### src/rtc_pkg.sv
/*
  Shared constants and types of the reload timer with clock output.
  Assumes a single system clock; all users import the whole package.
*/
package rtc_pkg;

  // ----------------------------------------------------------------
  // Prescaler counts
  // ----------------------------------------------------------------
  localparam int unsigned PRE_W          = 4;
  localparam logic [PRE_W-1:0] PRE_TIMER_LAST  = 4'hB;  // Divide by twelve.
  localparam logic [PRE_W-1:0] PRE_CLKOUT_LAST = 4'h1;  // Divide by two.
  localparam logic [PRE_W-1:0] PRE_RESET       = 4'h0;

  // ----------------------------------------------------------------
  // Count values and reset values
  // ----------------------------------------------------------------
  localparam logic [15:0] COUNT_TOP    = 16'hFFFF;
  localparam logic [15:0] COUNT_ONE    = 16'h0001;
  localparam logic [15:0] COUNT_RESET  = 16'h0000;
  localparam logic [15:0] RELOAD_RESET = 16'h0000;
  localparam logic        FLAG_RESET   = 1'b0;
  localparam logic        CLKOUT_RESET = 1'b0;

  // ----------------------------------------------------------------
  // Byte lanes of the 16-bit count and reload words
  // ----------------------------------------------------------------
  localparam int unsigned LOW_LSB  = 0;
  localparam int unsigned HIGH_LSB = 8;

  typedef enum logic [1:0] {
    MODE_CAPTURE,
    MODE_RELOAD,
    MODE_BAUD
  } rtc_mode_t;

endpackage

### src/rtc_tick_if.sv
/*
  Tick and pin-event bundle between the tick generator and the timer core.
  Assumes both ends run on the same system clock.
*/
interface rtc_tick_if;
  logic tickTimer;
  logic tickClkOut;
  logic countPinFall;
  logic directionLevel;
  logic directionFall;

  modport gen (output tickTimer, output tickClkOut, output countPinFall,
               output directionLevel, output directionFall);
  modport use_ (input tickTimer, input tickClkOut, input countPinFall,
                input directionLevel, input directionFall);
endinterface

### src/rtc_reload_timer.sv
/*
  Sixteen-bit reload timer with capture, up/down count, baud clock and clock output.
  Assumes software bits arrive synchronous to sys_clk and pins are asynchronous.
*/
// Summary of operation
// Two cascaded bytes form the 16-bit count.
// Counter select picks divide-by-twelve or pin edges.
// Counting only while run control is set.
// Capture, reload and baud modes from select bits.
// Direction pin sets up or down count.
// Up overflow sets flag, loads reload pair, or zero in capture mode.
// Down match of reload loads all ones.
// External flag toggles per wrap, no interrupt.
// Clock-out counts at half oscillator, even duty.
// Clock-out reloads on wrap, raises no interrupt.
// Output clock is oscillator over four times span.
// Output clock drives shared count pin.
// Software configures before setting run control.
// Baud and clock output share reload pair.
// Without up/down, reload mode counts up only.
// Direction-pin fall captures or forces reload.
// Overflow flag only without serial clock; sticky.
// Serial clock bits route wraps, force reload.
// Output enable turns pin into clock output.
module rtc_reload_timer
  import rtc_pkg::*;
(
  input  wire logic       sys_clk,
  input  wire logic       srst,
  input  wire logic       runControl,
  input  wire logic       counterSelect,
  input  wire logic       serialReceiveClockSelect,
  input  wire logic       serialTransmitClockSelect,
  input  wire logic       captureReloadSelect,
  input  wire logic       externalEnable,
  input  wire logic       upDownEnable,
  input  wire logic       clockOutputEnable,
  input  wire logic       countLowWrite,
  input  wire logic       countHighWrite,
  input  wire logic       reloadLowWrite,
  input  wire logic       reloadHighWrite,
  input  wire logic [7:0] writeData,
  input  wire logic       overflowFlagClear,
  input  wire logic       externalFlagClear,
  input  wire logic       directionCapturePin,
  input  wire logic       countClockPinIn,
  output logic            countClockPinOut,
  output logic            countClockPinOe,
  output logic [7:0]      countLowByte,
  output logic [7:0]      countHighByte,
  output logic [7:0]      reloadLowByte,
  output logic [7:0]      reloadHighByte,
  output logic            overflowFlag,
  output logic            externalFlag,
  output logic            timerInterrupt,
  output logic            serialReceiveTick,
  output logic            serialTransmitTick
);

  typedef struct packed {
    logic [15:0] count;
    logic [15:0] reload;
    logic        ovf;
    logic        ext;
    logic        clkOut;
    logic        rxTick;
    logic        txTick;
  } rtc_state_t;

  rtc_state_t s_q;
  rtc_state_t s_d;
  rtc_mode_t  mode;
  logic       baudActive;
  logic       upDownActive;
  logic       countUp;
  logic       step;
  logic       wrap;
  logic       extEvent;
  logic       ovfSet;
  logic       extSet;
  logic       extToggle;

  rtc_tick_if ticks ();

  rtc_tick_gen u_tick (
    .sys_clk      (sys_clk),
    .srst         (srst),
    .countPinIn   (countClockPinIn),
    .directionPin (directionCapturePin),
    .ticks        (ticks)
  );

  // ----------------------------------------------------------------
  // Mode decode
  // ----------------------------------------------------------------
  assign baudActive   = serialReceiveClockSelect | serialTransmitClockSelect;
  assign mode         = baudActive ? MODE_BAUD : (captureReloadSelect ? MODE_CAPTURE : MODE_RELOAD);
  // Up/down applies to plain reload mode; clock-out and baud always count up.
  assign upDownActive = (mode == MODE_RELOAD) & upDownEnable & ~clockOutputEnable;
  assign countUp      = ~upDownActive | ticks.directionLevel;

  // Clock-out overrides the counter select, which software must leave clear anyway.
  always_comb begin
    if (clockOutputEnable) begin
      step = runControl & ticks.tickClkOut;
    end else if (counterSelect) begin
      step = runControl & ticks.countPinFall;
    end else begin
      step = runControl & ticks.tickTimer;
    end
  end

  assign wrap     = step & (countUp ? (s_q.count == COUNT_TOP) : (s_q.count == s_q.reload));
  // The pin event is ignored while serving the serial port or acting as direction input.
  assign extEvent = externalEnable & ticks.directionFall & ~baudActive & ~upDownActive;

  // ----------------------------------------------------------------
  // Next state
  // ----------------------------------------------------------------
  always_comb begin
    s_d        = s_q;
    ovfSet     = wrap & ~baudActive & ~clockOutputEnable;
    extSet     = extEvent;
    extToggle  = wrap & upDownActive;
    s_d.rxTick = wrap & serialReceiveClockSelect;
    s_d.txTick = wrap & serialTransmitClockSelect;

    if (step) begin
      if (wrap) begin
        if (!countUp) begin
          s_d.count = COUNT_TOP;
        end else if (mode == MODE_CAPTURE && !clockOutputEnable) begin
          s_d.count = COUNT_RESET;
        end else begin
          s_d.count = s_q.reload;
        end
      end else if (countUp) begin
        s_d.count = s_q.count + COUNT_ONE;
      end else begin
        s_d.count = s_q.count - COUNT_ONE;
      end
    end

    if (extEvent) begin
      if (mode == MODE_CAPTURE) begin
        s_d.reload = s_q.count;
      end else begin
        s_d.count = s_q.reload;
      end
    end

    // Each wrap of the clock-out count is one half period of the output clock.
    if (wrap && clockOutputEnable) begin
      s_d.clkOut = ~s_q.clkOut;
    end
    if (!clockOutputEnable) begin
      s_d.clkOut = CLKOUT_RESET;
    end

    // Software writes take priority over the count in the same cycle.
    if (countLowWrite) begin
      s_d.count[LOW_LSB +: 8] = writeData;
    end
    if (countHighWrite) begin
      s_d.count[HIGH_LSB +: 8] = writeData;
    end
    if (reloadLowWrite) begin
      s_d.reload[LOW_LSB +: 8] = writeData;
    end
    if (reloadHighWrite) begin
      s_d.reload[HIGH_LSB +: 8] = writeData;
    end

    // Hardware set beats software clear in the same cycle.
    if (ovfSet) begin
      s_d.ovf = 1'b1;
    end else if (overflowFlagClear) begin
      s_d.ovf = 1'b0;
    end
    if (extToggle) begin
      s_d.ext = ~s_q.ext;
    end else if (extSet) begin
      s_d.ext = 1'b1;
    end else if (externalFlagClear) begin
      s_d.ext = 1'b0;
    end
  end

  always_ff @(posedge sys_clk) begin
    if (srst) begin
      s_q.count  <= COUNT_RESET;
      s_q.reload <= RELOAD_RESET;
      s_q.ovf    <= FLAG_RESET;
      s_q.ext    <= FLAG_RESET;
      s_q.clkOut <= CLKOUT_RESET;
      s_q.rxTick <= 1'b0;
      s_q.txTick <= 1'b0;
    end else begin
      s_q <= s_d;
    end
  end

  // ----------------------------------------------------------------
  // Outputs
  // ----------------------------------------------------------------
  assign countLowByte       = s_q.count[LOW_LSB +: 8];
  assign countHighByte      = s_q.count[HIGH_LSB +: 8];
  assign reloadLowByte      = s_q.reload[LOW_LSB +: 8];
  assign reloadHighByte     = s_q.reload[HIGH_LSB +: 8];
  assign overflowFlag       = s_q.ovf;
  assign externalFlag       = s_q.ext;
  // The external flag raises no request while it serves as the seventeenth count bit.
  assign timerInterrupt     = s_q.ovf | (s_q.ext & ~upDownEnable);
  assign countClockPinOut   = s_q.clkOut;
  assign countClockPinOe    = clockOutputEnable;
  assign serialReceiveTick  = s_q.rxTick;
  assign serialTransmitTick = s_q.txTick;

endmodule

### src/rtc_tick_gen.sv
/*
  Prescalers and pin conditioning for the reload timer.
  Assumes both pins are asynchronous to sys_clk and change slower than it.
*/
module rtc_tick_gen
  import rtc_pkg::*;
(
  input  wire logic sys_clk,
  input  wire logic srst,
  input  wire logic countPinIn,
  input  wire logic directionPin,
  rtc_tick_if.gen   ticks
);

  typedef struct packed {
    logic [PRE_W-1:0] preTimer;
    logic [PRE_W-1:0] preClkOut;
    logic             pinMeta;
    logic             pinSync;
    logic             pinLast;
    logic             dirMeta;
    logic             dirSync;
    logic             dirLast;
  } rtc_tick_state_t;

  rtc_tick_state_t s_q;
  rtc_tick_state_t s_d;

  // ----------------------------------------------------------------
  // Next state
  // ----------------------------------------------------------------
  always_comb begin
    s_d           = s_q;
    s_d.preTimer  = (s_q.preTimer == PRE_TIMER_LAST) ? PRE_RESET : s_q.preTimer + 4'h1;
    s_d.preClkOut = (s_q.preClkOut == PRE_CLKOUT_LAST) ? PRE_RESET : s_q.preClkOut + 4'h1;
    s_d.pinMeta   = countPinIn;
    s_d.pinSync   = s_q.pinMeta;
    s_d.pinLast   = s_q.pinSync;
    s_d.dirMeta   = directionPin;
    s_d.dirSync   = s_q.dirMeta;
    s_d.dirLast   = s_q.dirSync;
  end

  always_ff @(posedge sys_clk) begin
    if (srst) begin
      s_q <= '0;
    end else begin
      s_q <= s_d;
    end
  end

  // Edges are taken between the second and third stage, so the metastable stage feeds nothing else.
  assign ticks.tickTimer      = (s_q.preTimer == PRE_TIMER_LAST);
  assign ticks.tickClkOut     = (s_q.preClkOut == PRE_CLKOUT_LAST);
  assign ticks.countPinFall   = s_q.pinLast & ~s_q.pinSync;
  assign ticks.directionLevel = s_q.dirSync;
  assign ticks.directionFall  = s_q.dirLast & ~s_q.dirSync;

endmodule

### config.mk
export PLATFORM = sky130hd
export DESIGN_NAME = rtc_reload_timer
export DESIGN_NICKNAME = d
export VERILOG_FILES = /design/src/rtc_pkg.sv /design/src/rtc_tick_if.sv /design/src/rtc_reload_timer.sv /design/src/rtc_tick_gen.sv
export SDC_FILE = /design/constraint.sdc
export NUM_CORES = 1
export LEC_CHECK = 0
export BUFFER_PORTS_ARGS = -buffer_cell sky130_fd_sc_hd__buf_2
export CAP_MARGIN = 40
export CELL_PAD_IN_SITES_DETAIL_PLACEMENT = 0
export CELL_PAD_IN_SITES_GLOBAL_PLACEMENT = 1
export CORE_MARGIN = 2
export CORE_UTILIZATION = 37
export DETAILED_ROUTE_END_ITERATION = 6
export PLACE_DENSITY = 0.87
export SLEW_MARGIN = 20
export SYNTH_ARGS = -nofsm -noshare
export SYNTH_HDL_FRONTEND = slang
export SYNTH_SLANG_ARGS = --single-unit
export TNS_END_PERCENT = 20
### constraint.sdc
create_clock -name sys_clk -period 3.4 [get_ports sys_clk]
set_input_delay 0 -clock sys_clk [delete_from_list [all_inputs] [get_ports sys_clk]]
set_output_delay 0 -clock sys_clk [all_outputs]
set_load 0.005 [all_outputs]
==> tab_implementation.tex <==
\begin{tabular}{lr}
\hline
Metric & Value \\
\hline
\multicolumn{2}{l}{\textbf{Status}} \\
\quad Result of the run & finished with violations \\
\quad Violated checks & negative hold slack \\
\multicolumn{2}{l}{\textbf{Place}} \\
\quad Total placed instance area & 0.004180 mm2 \\
\quad HPWL after DPL & 10,220 um \\
\quad Routability Congestion & 1.061 \\
\quad Number of cells in the design after placement & 687 \\
\quad Number of port buffers & 64 \\
\multicolumn{2}{l}{\textbf{Routing}} \\
\quad Via count & 4,378 \\
\quad DR pass1 iterations & 6 \\
\quad Detailed router's first-iteration violation count & 508 \\
\quad Number of vias per cell & 6.158 \\
\quad DR WL/cell & 19.92 um \\
\quad DRC Markers & 0 \\
\quad Detailed Route WL & 14,160 um \\
\quad Antenna viol nets, final & 0 \\
\multicolumn{2}{l}{\textbf{Setup path}} \\
\quad Sort of element at the end of the critical path & flip-flop \\
\quad Worst-path maximum fanout & 9 \\
\quad End of the worst register-to-register path & countHighByte[1]\$\_SDFF\_PP0\_ \\
\quad Signal arrival time at the worst endpoint & 3.53 ns \\
\quad Sort of element at the start of the critical path & input port \\
\quad Flop-to-flop setup slack & 0.17 ns \\
\quad Origin of the critical flop-to-flop path & u\_tick.ticks.directionLevel\$\_SDFF\_PP0\_ \\
\quad Register-to-Register Path Depth & 9 \\
\quad Required time reported for the critical path endpoint & 3.62 ns \\
\quad Category of the critical setup timing path & in2reg \\
\multicolumn{2}{l}{\textbf{Clock tree}} \\
\quad Clock Path Buffers & 2 \\
\quad Clk Tree Root Cell & sky130\_fd\_sc\_hd\_\_clkbuf\_8 \\
\quad Number of clock buffers inserted by TritonCTS & 5 \\
\quad Max H-tree Level & 2 \\
\quad Clock latency on the worst-skew pair & 0.33 ns \\
\quad Post-CTS setup repair buffer count & 0 \\
\quad Clock transition at the registers of the reported paths & 0.11 ns \\
\quad TritonCTS Sinks & 51 \\
\quad Clock tree from TritonCTS & done \\
\multicolumn{2}{l}{\textbf{Finish}} \\
\quad Summed area of non-filler cells in the final layout & 0.004453 mm2 \\
\quad Fill cell instance count of the final layout & 997 \\
\quad Post-Layout Cell Count & 711 \\
\quad Top library cells by usage in the layout, fill and taps aside & sky130\_fd\_sc\_hd\_\_nor2\_1, sky130\_fd\_sc\_hd\_\_buf\_2, sky130\_fd\_sc\_hd\_\_dfxtp\_1, sky130\_fd\_sc\_hd\_\_nand2\_1, sky130\_fd\_sc\_hd\_\_a21oi\_1 \\
\quad Final core utilization & 0.4556 \\
\quad Ant diodes & 0 \\
\quad Nets & 607 \\
\quad Area growth syn-to-layout & 19.31\% \\
\quad Fraction of final layout cells sized beyond drive strength 1 & 0.1817 \\
\quad Most common library cell in the layout ignoring fill and taps & sky130\_fd\_sc\_hd\_\_nor2\_1 \\
\multicolumn{2}{l}{\textbf{STA}} \\
\quad Worst Tran Pin Value & 0.7353 ns \\
\quad Maximum clock frequency & 0.3025 GHz \\
\quad Count of endpoints failing setup in the final report & 0 \\
\quad Tightest hold margin & -0.007947 ns \\
\quad Number of max-slew violations in the final report & 0 \\
\quad Post-route clock period utilization & 0.9722 \\
\quad Unrepaired setup endpoints after global routing & no \\
\quad Min Tclk post-route & 3.305 ns \\
\quad Setup TNS after final layout & 0 ns \\
\quad Relative slew slack & 0.5060 \\
\quad Fin. Hold Viols & 1 \\
\quad Post-route clock skew & 0.008420 ns \\
\multicolumn{2}{l}{\textbf{Hold path}} \\
\quad Cells on Worst Hold Path & 2 \\
\quad Kind of path behind the tightest hold check & in2reg \\
\quad Hold Crit Start & srst \\
\quad End of the worst hold path & u\_tick.s\_q[8]\$\_SDFF\_PP0\_ \\
\multicolumn{2}{l}{\textbf{Floorplan}} \\
\quad Die Span Y & 104.4 um \\
\quad Initial core utilization & 0.3818 \\
\quad Core Region & 0.009774 mm2 \\
\quad Width of the die & 104.4 um \\
\quad Area enclosed by the die boundary & 0.01091 mm2 \\
\quad I/O Pins & 65 \\
\quad Standard-cell row count & 36 \\
\multicolumn{2}{l}{\textbf{Synth}} \\
\quad Register bit count reported by yosys & 51 \\
\quad Share of the yosys chip area belonging to registers & 0.2736 \\
\quad Cell types with the largest area share after synthesis & sky130\_fd\_sc\_hd\_\_dfxtp\_1, sky130\_fd\_sc\_hd\_\_nor2\_1, sky130\_fd\_sc\_hd\_\_a21oi\_1 \\
\quad Netlist area before placement & 0.003732 mm2 \\
\quad Netlist cell types & 63 \\
\quad Cell count after synthesis & 515 \\
\quad Mean post-synth cell area & 7.247 um2 \\
\quad Number of synthesized flops with an enable pin & 0 \\
\quad Share of flip-flops with an asynchronous set or reset & 0 \\
\quad Synthesis warning total & 0 \\
\quad Portion of synthesized cell area occupied by the leading cell type & 0.2736 \\
\quad Cell type with the largest total area after synthesis & sky130\_fd\_sc\_hd\_\_dfxtp\_1 \\
\quad Synth Flop Type & sky130\_fd\_sc\_hd\_\_dfxtp\_1 \\
\quad Post-Syn Nets & 545 \\
\multicolumn{2}{l}{\textbf{GRT}} \\
\quad Initial antenna violation count & 0 \\
\quad Number of global-route vias before repair & 4,078 \\
\quad Total routing resource utilization after global routing & 0.2510 \\
\quad Global-route wire length before repair & 21,800 um \\
\quad Maximum number of pins on one net before global-route repair & 45 \\
\quad Remaining global-route overflow & 0 \\
\multicolumn{2}{l}{\textbf{Pwr}} \\
\quad Power per standard cell area & 318.4 mW/mm2 \\
\quad Max rail drop VDD & 0.1523 mV \\
\quad Leakage power figure & 1.838 nW \\
\multicolumn{2}{l}{\textbf{Flow run}} \\
\quad Count of max-cap constraint violations & 0 \\
\hline
\end{tabular}
## cell type report
| cell class | count | area, um2 | share of cell area |
|---|---|---|---|
| inverters | 16 | 60.06 | 0.01349 |
| flip-flops and latches | 51 | 1021 | 0.2293 |
| well taps | 133 | 166.4 | 0.03737 |
| repair buffers | 103 | 663.1 | 0.1489 |
| clock inverters | 3 | 28.78 | 0.006462 |
| clock buffers | 5 | 68.82 | 0.01545 |
| multi-input cells | 400 | 2445 | 0.5490 |
## repair_timing
action / 4_1_cts / 5_1_grt
hold buffers: 15 / 0
endpoints found under the setup margin: 0 / 4
resized for setup: 0 / 1
endpoints found under the hold margin: 25 / 0
## worst max-delay path by stage
stage	depth (start not counted)	to	start	slack, ns
6_report	11	countHighByte[1]$_SDFF_PP0_	serialTransmitClockSelect	0.09
5_1_grt	11	countHighByte[5]$_SDFF_PP0_	serialTransmitClockSelect	0.06
4_1_cts	10	countLowByte[1]$_SDFF_PP0_	serialTransmitClockSelect	0.14
3_5_place_dp	8	countHighByte[0]$_SDFF_PP0_	u_tick.ticks.directionLevel$_SDFF_PP0_	0.23
3_3_place_gp	8	countHighByte[0]$_SDFF_PP0_	u_tick.ticks.directionLevel$_SDFF_PP0_	0.29
2_1_floorplan	15	countHighByte[2]$_SDFF_PP0_	u_tick.ticks.directionLevel$_SDFF_PP0_	0.19
## through the flow
step                power (W)  worst slack (ns)
floorplan           0.0008787            0.1876
global placement     0.001004            0.2898
detailed placement   0.001007            0.2287
CTS                  0.001413            0.1389
global route         0.001483           0.05859
finish               0.001418           0.09450
## registers in the layout (all words and copies together) (netlist names)
signal                       flops
overflowFlag                     1
serialTransmitTick               1
countClockPinOut                 1
countHighByte                    8
externalFlag                     1
reloadHighByte                   8
serialReceiveTick                1
u_tick.ticks.directionLevel      1
countLowByte                     8
u_tick.s_q                      10
u_tick.s_d                       3
reloadLowByte                    8
## report_power, final
| part | leakage, nW | switching (W) | internal [W] |
|---|---|---|---|
| Sequential | 0.420 | 0.0000706 | 0.000631 |
| Clock | 0.0502 | 0.000244 | 0.000153 |
| Combinational | 1.37 | 0.000182 | 0.000137 |
## Yosys cell counts (all sizes together), types with 5 or more instances
cell     count
inv         16
nor4         9
o21ai       21
a21oi       38
nor2b       11
a221oi       5
nand3       23
nand4       13
nand2       38
nand2b      14
nor3b        5
mux2i       16
dfxtp       51
o2111ai      8
o22ai        6
a211oi       5
o31ai        5
clkbuf      36
buf         12
nor2        68
and3        12
xnor2        6
a31oi       13
nor3        18
## routing by layer
layer  routed length [um]  GRT usage  part of all wire
met5                    0          0                 0
met3                 1510    0.04574              0.11
met1                 5985     0.3448              0.42
met4                  522     0.1236             0.037
met2                 6142     0.3754              0.43
## cells by family after synthesis
| logic type | count (synthesis) | share of synthesized area |
|---|---|---|
| DFF | 51 | 0.2736 |
| xor gates and xnor gates | 9 | 0.02112 |
| buffers and inverters | 64 | 0.07275 |
| muxes | 18 | 0.04894 |
| adders and majority gates | 4 | 0.01341 |
| and+or+nand+nor | 230 | 0.3108 |
| AOI/OAI and AO/OA | 139 | 0.2595 |
## critical path, stage by stage
cell                            delay (ns)
sky130_fd_sc_hd__dlygate4sd3_1        0.54
sky130_fd_sc_hd__buf_2                0.14
sky130_fd_sc_hd__or3_1                0.57
sky130_fd_sc_hd__or3_4                0.42
sky130_fd_sc_hd__a2111oi_4            0.37
sky130_fd_sc_hd__o2111a_1             0.23
sky130_fd_sc_hd__and4b_1              0.47
sky130_fd_sc_hd__buf_4                0.26
sky130_fd_sc_hd__nor2_1               0.06
sky130_fd_sc_hd__a311oi_1             0.33
sky130_fd_sc_hd__o31ai_1              0.12
Power figures use the tool's default switching activity.
